--- config.mk ---
export PLATFORM = sky130hd
export DESIGN_NAME = ctt_timer
export DESIGN_NICKNAME = d
export VERILOG_FILES = /design/src/hdl/ctt_pkg.sv /design/src/hdl/ctt_timer.sv /design/src/hdl/ctt_tick.sv
export SDC_FILE = /design/constraint.sdc
export NUM_CORES = 1
export LEC_CHECK = 0
export BUFFER_PORTS_ARGS = -buffer_cell sky130_fd_sc_hd__buf_4
export CAP_MARGIN = 10
export CORE_ASPECT_RATIO = 1.5
export CORE_MARGIN = 2
export CORE_UTILIZATION = 35
export DETAILED_ROUTE_END_ITERATION = 16
export SETUP_SLACK_MARGIN = 0.2
export SLEW_MARGIN = 20
export SYNTH_ARGS = -nofsm -noshare
export SYNTH_HDL_FRONTEND = slang
export SYNTH_SLANG_ARGS = --single-unit
--- constraint.sdc ---
create_clock -name pclk -period 2.97 [get_ports pclk]
set_input_delay 0.297 -clock pclk [delete_from_list [all_inputs] [get_ports pclk]]
set_output_delay 0.297 -clock pclk [all_outputs]
set_load 0.02 [all_outputs]
--- src/hdl/ctt_pkg.sv ---
// Package with register map, command codes, field positions and timing for the counter/timer block.
package ctt_pkg;
    localparam int ADDR_W = 8;
    localparam int DATA_W = 32;
    localparam int CNT_W = 16;
    localparam int REG_W = 8;
    localparam int CHANS = 2;
    // Register byte addresses.
    localparam logic [7:0] OFF_PRESET_LOW = 8'h00;
    localparam logic [7:0] OFF_PRESET_HIGH = 8'h04;
    localparam logic [7:0] OFF_CMD_A = 8'h08;
    localparam logic [7:0] OFF_CMD_B = 8'h0C;
    localparam logic [7:0] OFF_ISR = 8'h10;
    localparam logic [7:0] OFF_IMR = 8'h14;
    localparam logic [7:0] OFF_START = 8'h18;
    localparam logic [7:0] OFF_STOP = 8'h1C;
    localparam logic [7:0] OFF_COUNT = 8'h20;
    localparam logic [7:0] OFF_AUX = 8'h24;
    // Field positions.
    localparam int CT_BIT = 3;
    localparam int CMD_LSB = 4;
    localparam int CMD_MSB = 7;
    localparam int AUX_SRC_BIT = 0;
    localparam int AUX_TMO_LSB = 4;
    // Command codes and reset values.
    localparam logic [3:0] CMD_TMO_ON = 4'hA;
    localparam logic [3:0] CMD_TMO_OFF = 4'hC;
    localparam logic [15:0] WRAP_VALUE = 16'hFF55;
    localparam logic [15:0] CNT_RST = 16'h0000;
    localparam logic [7:0] REG_RST = 8'h00;
    // Internal counter clock period and its cycle count at the bus clock.
    localparam int CLK_PERIOD_NS = 100;
    localparam int CT_TICK_NS = 400;
    localparam int TICK_CYC = CT_TICK_NS / CLK_PERIOD_NS;
    typedef enum logic [1:0] {ST_IDLE, ST_RUN, ST_HOLD, ST_LOAD} ctt_state_type;
endpackage : ctt_pkg

--- src/hdl/ctt_timer.sv ---
// Counter/timer with counter mode and receive time-out mode behind an APB slave.
// Functional notes
// - Counter mode counts preset down to zero, sets ready bit 3, output falls.
// - After zero the count wraps to 65365 and runs on silently.
// - Reading the count returns the live value, which may be changing.
// - Time-out mode restarts the count on each received character transfer.
// - On a transfer: stop one tick, reload preset, restart on the next tick.
// - Time-out expiry sets ready bit 3; interrupt only when mask bit 3 set.
// - A character after expiry restarts the count and clears bit 3 and interrupt.
// - Command 0xA enables time-out mode for that channel, 0xC disables it.
// - Time-out on command clears bit 3 and holds count until next character.
// - In time-out mode the start and stop commands do nothing.
// - Both channels enabled: restart on OR of transfers; software enables one.
// - Host has start, stop and read/write of both preset registers.
// - Status register shows ready bit 3 only; withdrawing time-out mode does not clear it.
// - Start copies both preset registers into the counter, except in time-out mode.
// - Stop clears ready bit 3 outside time-out mode, unless expiry sets it in the same cycle.
// - The counter is 16 bits with divisor from high and low presets.
`timescale 1ns/10ps
module ctt_timer (
    input wire logic pclk, // Bus clock, 10 MHz.
    input wire logic presetn, // Asynchronous reset, active low.
    input wire logic psel, // APB select.
    input wire logic penable, // APB enable.
    input wire logic pwrite, // APB direction, high for write.
    input wire logic [7:0] paddr, // APB byte address.
    input wire logic [31:0] pwdata, // APB write data.
    output logic [31:0] prdata_ff, // APB read data.
    output logic pready_ff, // APB ready.
    output logic pslverr_ff, // APB error for unmapped address.
    input wire logic rx_load_a, // Channel A character moved into its receive FIFO.
    input wire logic rx_load_b, // Channel B character moved into its receive FIFO.
    input wire logic ext_ct_clk, // External counter clock.
    output logic ct_out_ff, // Counter output.
    output logic irq_out_low_ff // Interrupt request, active low.
);
    logic tick;
    logic [7:0] count_preset_low_ff, nxt_count_preset_low;
    logic [7:0] count_preset_high_ff, nxt_count_preset_high;
    logic [7:0] interrupt_mask_reg_ff, nxt_interrupt_mask_reg;
    logic [7:0] aux_control_reg_ff, nxt_aux_control_reg;
    logic [1:0] tmo_en_ff, nxt_tmo_en;
    logic [1:0] rx_load, cmd_wr, tmo_on, tmo_off, tmo_hit;
    logic [15:0] cnt_ff, nxt_cnt;
    logic [15:0] preset;
    ctt_pkg::ctt_state_type st_ff, nxt_st;
    logic isr_ct_ff, nxt_isr_ct;
    logic expired_ff, nxt_expired;
    logic nxt_ct_out, nxt_irq;
    logic [31:0] nxt_prdata;
    logic nxt_pready, nxt_pslverr;
    logic access, done, wr_done, mapped;
    logic start_cmd, stop_cmd, tmo_any, any_hit, set_flag;

    ctt_tick u_tick (
        .pclk(pclk),
        .presetn(presetn),
        .ext_clk(ext_ct_clk),
        .sel_ext(aux_control_reg_ff[ctt_pkg::AUX_SRC_BIT]),
        .tick_ff(tick)
    );

    // Bus phase decode: data is prepared in the first access cycle, the transfer ends with pready.
    assign access = psel & penable & ~pready_ff;
    assign done = psel & penable & pready_ff;
    assign wr_done = done & pwrite;
    assign start_cmd = done & (paddr == ctt_pkg::OFF_START) & ~tmo_any;
    assign stop_cmd = done & (paddr == ctt_pkg::OFF_STOP) & ~tmo_any;
    assign preset = {count_preset_high_ff, count_preset_low_ff};
    assign rx_load = {rx_load_b, rx_load_a};
    assign tmo_any = |tmo_en_ff;
    assign any_hit = |tmo_hit;

    // Per-channel command decode and receive event gating.
    for (genvar i = 0; i < ctt_pkg::CHANS; i++) begin : g_chan
        assign cmd_wr[i] = wr_done & (paddr == ((i == 0) ? ctt_pkg::OFF_CMD_A : ctt_pkg::OFF_CMD_B));
        assign tmo_on[i] = cmd_wr[i] & (pwdata[ctt_pkg::CMD_MSB:ctt_pkg::CMD_LSB] == ctt_pkg::CMD_TMO_ON);
        assign tmo_off[i] = cmd_wr[i] & (pwdata[ctt_pkg::CMD_MSB:ctt_pkg::CMD_LSB] == ctt_pkg::CMD_TMO_OFF);
        assign tmo_hit[i] = rx_load[i] & tmo_en_ff[i];
    end

    // Address decode for the unmapped-address error.
    always_comb begin
        case (paddr)
            ctt_pkg::OFF_PRESET_LOW, ctt_pkg::OFF_PRESET_HIGH, ctt_pkg::OFF_CMD_A, ctt_pkg::OFF_CMD_B,
            ctt_pkg::OFF_ISR, ctt_pkg::OFF_IMR, ctt_pkg::OFF_START, ctt_pkg::OFF_STOP,
            ctt_pkg::OFF_COUNT, ctt_pkg::OFF_AUX: mapped = 1'b1;
            default: mapped = 1'b0;
        endcase
    end

    // Bus answer: one wait cycle, then pready with read data and error.
    always_comb begin
        nxt_pready = access;
        nxt_pslverr = access & ~mapped;
        nxt_prdata = 32'h0000_0000;
        if (access && !pwrite) begin
            case (paddr)
                ctt_pkg::OFF_PRESET_LOW: nxt_prdata = {24'h000000, count_preset_low_ff};
                ctt_pkg::OFF_PRESET_HIGH: nxt_prdata = {24'h000000, count_preset_high_ff};
                ctt_pkg::OFF_ISR: nxt_prdata = 32'(isr_ct_ff) << ctt_pkg::CT_BIT;
                ctt_pkg::OFF_IMR: nxt_prdata = {24'h000000, interrupt_mask_reg_ff};
                ctt_pkg::OFF_COUNT: nxt_prdata = {16'h0000, cnt_ff};
                ctt_pkg::OFF_AUX: nxt_prdata = {24'h000000, aux_control_reg_ff}
                    | (32'(tmo_en_ff) << ctt_pkg::AUX_TMO_LSB);
                default: nxt_prdata = 32'h0000_0000;
            endcase
        end
    end

    // Host-written registers and time-out enables.
    always_comb begin
        nxt_count_preset_low = count_preset_low_ff;
        nxt_count_preset_high = count_preset_high_ff;
        nxt_interrupt_mask_reg = interrupt_mask_reg_ff;
        nxt_aux_control_reg = aux_control_reg_ff;
        nxt_tmo_en = (tmo_en_ff | tmo_on) & ~tmo_off;
        if (wr_done) begin
            case (paddr)
                ctt_pkg::OFF_PRESET_LOW: nxt_count_preset_low = pwdata[7:0];
                ctt_pkg::OFF_PRESET_HIGH: nxt_count_preset_high = pwdata[7:0];
                ctt_pkg::OFF_IMR: nxt_interrupt_mask_reg = pwdata[7:0];
                ctt_pkg::OFF_AUX: nxt_aux_control_reg = pwdata[7:0];
                default: nxt_aux_control_reg = aux_control_reg_ff;
            endcase
        end
    end

    // Counter sequencing: start/stop commands, receive restarts, down-count with wrap.
    always_comb begin
        nxt_st = st_ff;
        nxt_cnt = cnt_ff;
        nxt_expired = expired_ff;
        nxt_ct_out = ct_out_ff;
        set_flag = 1'b0;
        case (st_ff)
            ctt_pkg::ST_RUN: begin
                if (tick) begin
                    if (cnt_ff == ctt_pkg::CNT_RST) begin
                        nxt_cnt = ctt_pkg::WRAP_VALUE;
                    end else begin
                        nxt_cnt = cnt_ff - 16'h0001;
                        if ((cnt_ff == 16'h0001) && !expired_ff) begin
                            set_flag = 1'b1;
                            nxt_expired = 1'b1;
                            nxt_ct_out = 1'b0;
                        end
                    end
                end
            end
            ctt_pkg::ST_HOLD: begin
                if (tick) begin
                    nxt_st = ctt_pkg::ST_LOAD;
                end
            end
            ctt_pkg::ST_LOAD: begin
                if (tick) begin
                    nxt_cnt = preset;
                    nxt_st = ctt_pkg::ST_RUN;
                end
            end
            ctt_pkg::ST_IDLE: nxt_st = ctt_pkg::ST_IDLE;
            default: nxt_st = ctt_pkg::ST_IDLE;
        endcase
        if (start_cmd) begin
            nxt_cnt = preset;
            nxt_st = ctt_pkg::ST_RUN;
            nxt_expired = 1'b0;
            nxt_ct_out = 1'b1;
        end
        if (stop_cmd) begin
            nxt_st = ctt_pkg::ST_IDLE;
        end
        if (|tmo_on) begin
            nxt_st = ctt_pkg::ST_IDLE;
        end
        if (any_hit) begin
            nxt_st = ctt_pkg::ST_HOLD;
            nxt_expired = 1'b0;
            nxt_ct_out = 1'b1;
        end
    end

    // Ready flag: expiry wins over any clear in the same cycle.
    always_comb begin
        nxt_isr_ct = isr_ct_ff;
        if (stop_cmd || (|tmo_on) || any_hit) begin
            nxt_isr_ct = 1'b0;
        end
        if (set_flag) begin
            nxt_isr_ct = 1'b1;
        end
        nxt_irq = ~(isr_ct_ff & interrupt_mask_reg_ff[ctt_pkg::CT_BIT]);
    end

    // Registers every state group.
    always_ff @(posedge pclk or negedge presetn) begin
        if (!presetn) begin
            prdata_ff <= 32'h0000_0000;
            pready_ff <= 1'b0;
            pslverr_ff <= 1'b0;
            count_preset_low_ff <= ctt_pkg::REG_RST;
            count_preset_high_ff <= ctt_pkg::REG_RST;
            interrupt_mask_reg_ff <= ctt_pkg::REG_RST;
            aux_control_reg_ff <= ctt_pkg::REG_RST;
            tmo_en_ff <= 2'h0;
            st_ff <= ctt_pkg::ST_IDLE;
            cnt_ff <= ctt_pkg::CNT_RST;
            expired_ff <= 1'b0;
            ct_out_ff <= 1'b1;
            isr_ct_ff <= 1'b0;
            irq_out_low_ff <= 1'b1;
        end else begin
            prdata_ff <= nxt_prdata;
            pready_ff <= nxt_pready;
            pslverr_ff <= nxt_pslverr;
            count_preset_low_ff <= nxt_count_preset_low;
            count_preset_high_ff <= nxt_count_preset_high;
            interrupt_mask_reg_ff <= nxt_interrupt_mask_reg;
            aux_control_reg_ff <= nxt_aux_control_reg;
            tmo_en_ff <= nxt_tmo_en;
            st_ff <= nxt_st;
            cnt_ff <= nxt_cnt;
            expired_ff <= nxt_expired;
            ct_out_ff <= nxt_ct_out;
            isr_ct_ff <= nxt_isr_ct;
            irq_out_low_ff <= nxt_irq;
        end
    end
endmodule : ctt_timer

--- src/hdl/ctt_tick.sv ---
// Counter clock enable: internal prescaler or synchronised external clock edge.
`timescale 1ns/10ps
module ctt_tick (
    input wire logic pclk, // Bus clock.
    input wire logic presetn, // Asynchronous reset, active low.
    input wire logic ext_clk, // External counter clock level.
    input wire logic sel_ext, // High selects the external clock.
    output logic tick_ff // One-cycle counter clock enable.
);
    logic s1_ff, s2_ff, s3_ff;
    logic [15:0] pre_ff, nxt_pre;
    logic nxt_tick;

    // Prescaler wraps every TICK_CYC cycles; an external rising edge is taken after two sync stages.
    always_comb begin
        nxt_pre = pre_ff + 16'h0001;
        if (pre_ff == 16'(ctt_pkg::TICK_CYC - 1)) begin
            nxt_pre = 16'h0000;
        end
        if (sel_ext) begin
            nxt_tick = s2_ff & ~s3_ff;
        end else begin
            nxt_tick = (pre_ff == 16'(ctt_pkg::TICK_CYC - 1));
        end
    end

    // Registers the synchroniser, the prescaler and the enable.
    always_ff @(posedge pclk or negedge presetn) begin
        if (!presetn) begin
            s1_ff <= 1'b0;
            s2_ff <= 1'b0;
            s3_ff <= 1'b0;
            pre_ff <= 16'h0000;
            tick_ff <= 1'b0;
        end else begin
            s1_ff <= ext_clk;
            s2_ff <= s1_ff;
            s3_ff <= s2_ff;
            pre_ff <= nxt_pre;
            tick_ff <= nxt_tick;
        end
    end
endmodule : ctt_tick

==> key figures <==
Timing
  • Hold WS: -0.0249 ns
  • Rel. slew slack: 49.0%
  • Final hold vios: 46
  • Worst-margin pin slew: 0.758 ns
  • Final period utilization: 90.0%
  • Max Clock Freq: 374 MHz
  • Fin. max-slew vios: 0
  • Finish-stage setup viols: 0
  • Final min period: between 2 and 3 ns
  • Clock skew: 0.00595 ns
  • Post-route setup TNS: 0 ns
  • RSZ-0062 raised after global routing: false
  • Final setup margin: 0.298 ns

Pwr
  • Psw: 0.000905 W
  • Logic pwr share: 14.6%
  • Maximum vdd drop: 275 uV
  • P_leak: 2.44 nW
  • Register share of total power: between 40% and 50%
  • Pwr Total: 0.00312 W
  • Switching part of the total power: 29.0%
  • Clock share of power: 36.3%
  • Cell Pwr Density: 586 nW/um^2
  • P_int: around 0.0022 W

Job
  • Max cap viols: 0

Critical path
  • Crit-path max cell delay: 0.51 ns
  • Crit path max fanout: 5
  • Crit. End Element: flip-flop
  • Crit Path Class: flip-flop to flip-flop
  • CP Launch Type: flip-flop
  • WP data arrival: 2.90 ns
  • Critical Path RT: 3.20 ns
  • Slowest-stage cell, CP: or3b_2
  • Critical path, cell by cell: inv_1 -> ha_1 -> or3b_2 -> or4_4 -> or3_1 -> o32a_1 -> o22a_1

Placed design
  • Post-DP HPWL: roughly 8.3 mm
  • Placed Instances: 619
  • Pre-CTS setup slack: 0.312 ns
  • Port Buffers: between 40 and 50
  • Gpl congestion: 0.903

Cells and area
  • Fill count: 1228
  • Ant diodes: 0
  • Final nets: 528
  • Multi-input gate area: 2010 um^2
  • Final Non-Filler Cells: around 640
  • Synth-to-Final Area Change: 17.2%
  • Final core utilization: between 40% and 50%
  • Share of cells above drive strength 1: 23.7%
  • Reg area: 2350 um^2

Floorplanning
  • Die ar.: 13900 um^2
  • FP Rows: between 50 and 60
  • Die W: 97.0 um
  • Top Ports: 84
  • Initial Util: 35.4%
  • Core ar.: between 10000 and 15000 um^2
  • DIE HEIGHT: around 140 um

Yosys
  • Syn Area/Cell: between 10 and 15 um^2
  • Yosys cell types: between 50 and 60
  • Post-synth EDFFs: 0
  • Yosys reg bits: 94
  • Mapped cell area: 4540 um^2
  • Asr flop ratio synth: 100%
  • Post-Syn Instances: around 420
  • Post-synthesis sequential area ratio: 51.8%
  • Synth warn: 0
  • Synth Flop Type: dfrtp_1

Routing
  • Final WL: 11.1 mm
  • Drt drc: 0
  • 1st-iter DRT viols: 220
  • Final ANT Viol Nets: 0
  • DR pass1 iterations: 6
  • Vias: 3462
  • Avg WL per Cell: 17.5 um
  • Via density: between 5 and 6

Clock tree
  • Clock latency at the later pin of the worst-skew pair: 0.34 ns
  • CTS clock-pin slew for the worst setup and hold paths: 0.06 ns
  • TritonCTS clock tree: yes
  • CTS Root Cell: clkbuf_16
  • # resized after CTS: 0
  • Cts bufs inserted: 9
  • CTS sink cnt: 94
  • H-tree levels: 3
  • CTS max path bufs: 2
  • Postcts setup bufs: 0
  • Post-CTS Hold Fix Bufs: 0

Run status
  • Failing checks: hold timing
  • Status: finished, violations left

GRT
  • Grt total ovfl: 0
  • Global-route wire length before repair: roughly 18 mm
  • Total GRT Usage: 16.4%
  • Vias in the first global route: 3489
  • Pin count of the biggest net entering global routing: 49
  • Initial antenna violation count: 0

Min path
  • Hold Crit Class: input port to async pin
[metrics by stage]
step,instance area (um^2),hold WS (ns)
after global routing,5330,0.0326
after detailed placement,5030,0.344
final,5330,-0.0249
after CTS,5330,0.000153
after global placement,5030,0.338
after floorplan,4600,0.00141
[cell families after synthesis]
group           Yosys count  share of synthesized area, %
compound gates           92                          13.7
xor+xnor                 14                          2.70
fa+ha+maj                 9                          2.48
buf+inv                  47                          5.26
flops                    94                          51.8
mux                      36                          8.89
other cells               1                        0.0825
simple gates            129                          15.0
[power by group through the flow]
stage	combinational, W	clock [W]	sequential, W
after global placement	0.000441	0	0.00154
after floorplan	0.000319	0	0.00150
after global routing	0.000507	0.00119	0.00155
after detailed placement	0.000448	0	0.00155
after CTS	0.000455	0.00115	0.00153
final	0.000456	0.00113	0.00153
[cell type report]
cell class              instances  share of cell area, %
multi-input cells             296                   37.8
well taps                     159                   3.74
flip-flops and latches         94                   44.2
inverters                      16                   1.13
repair buffers                 54                   7.61
clock buffers                  10                   4.30
clock inverters                 6                   1.17
[layer usage]
| layer | part of all wire [%] | vias to the layer above | wire length, um | GRT usage [%] |
|---|---|---|---|---|
| met1 | 38 | 1732 | 4240 | 17.7 |
| met5 | 0 | - | 0 | 0 |
| li1 | - | 1618 | - | - |
| met2 | 56 | 97 | 6240 | 31.5 |
| met3 | 4.2 | 15 | 464 | 3.21 |
| met4 | 1.8 | 0 | 200 | 5.71 |
[registers in the layout (all words and copies together), names as in the netlist, 2 cells and up]
signal	cells
st_ff	2
count_preset_high_ff	8
count_preset_low_ff	8
prdata_ff	16
aux_control_reg_ff	8
interrupt_mask_reg_ff	8
cnt_ff	16
tmo_en_ff	2
u_tick.pre_ff	16
[layout by cell type (no fill, tap or decap), types with 3 or more instances in the layout]
master | Yosys | layout
a21oi_1 | 9 | 9
a22oi_1 | 20 | 20
a2bb2oi_1 | 3 | 3
a31oi_1 | 9 | 9
and2_1 | 3 | 3
and3_1 | 6 | 6
and4_1 | 4 | 4
buf_4 | 16 | 54
clkbuf_16 | 0 | 9
clkinv_2 | 0 | 3
conb_1 | 1 | 16
dfrtp_1 | 92 | 92
ha_1 | 9 | 9
inv_1 | 16 | 16
mux2_2 | 35 | 35
nand2_1 | 32 | 32
nand3_1 | 11 | 11
nand4_1 | 7 | 7
nor2_1 | 20 | 20
nor3_1 | 20 | 20
nor3b_1 | 4 | 4
nor4_1 | 4 | 4
o21ai_0 | 24 | 24
o22a_1 | 3 | 3
o22ai_1 | 6 | 6
or3_1 | 3 | 3
or4_1 | 3 | 3
xnor2_1 | 11 | 11
xor2_1 | 3 | 3
[worst max-delay path, delay by kind of cell, from the launching register on]
| family | cells | cell delay [ns] |
|---|---|---|
| adder cells (fa/ha/maj) | 1 | 0.23 |
| buffers and inverters | 1 | 0.14 |
| AND/OR/NAND/NOR | 3 | 1.29 |
| flip-flops | 1 | 0.42 |
| AO/OA/AOI/OAI | 2 | 0.48 |
[Yosys cell counts (3+ instances only)]
cell type	n	area [um^2]
a21oi_1	9	45.0
a22oi_1	20	150
a2bb2oi_1	3	26.3
a31oi_1	9	56.3
a41oi_1	3	26.3
and2_1	3	18.8
and3_1	6	37.5
and4_1	4	35.0
buf_4	16	120
clkbuf_1	13	48.8
dfrtp_1	92	2300
ha_1	9	113
inv_1	16	60.1
mux2_2	35	394
nand2_1	32	120
nand3_1	11	55.1
nand4_1	7	43.8
nor2_1	20	75.1
nor3_1	20	100
nor3b_1	4	30.0
nor4_1	4	25.0
o21ai_0	24	120
o22a_1	3	26.3
o22ai_1	6	37.5
or3_1	3	18.8
or4_1	3	22.5
xnor2_1	11	96.3
xor2_1	3	26.3
[final timing paths]
kind,from,endpoint,slack (ns),cells past startpoint
max in group asynchronous,presetn,ct_out_ff,2.20,2
max reg2reg,cnt_ff[0],cnt_ff[12],0.30,7
max,cnt_ff[0],cnt_ff[12],0.30,7
min reg2reg,u_tick.s1_ff,u_tick.s2_ff,0.36,0
min,presetn,u_tick.pre_ff[0],-0.02,1
min in group pclk,ext_ct_clk,u_tick.s1_ff,0.07,1
No activity file was read; power rests on OpenSTA's default activity.
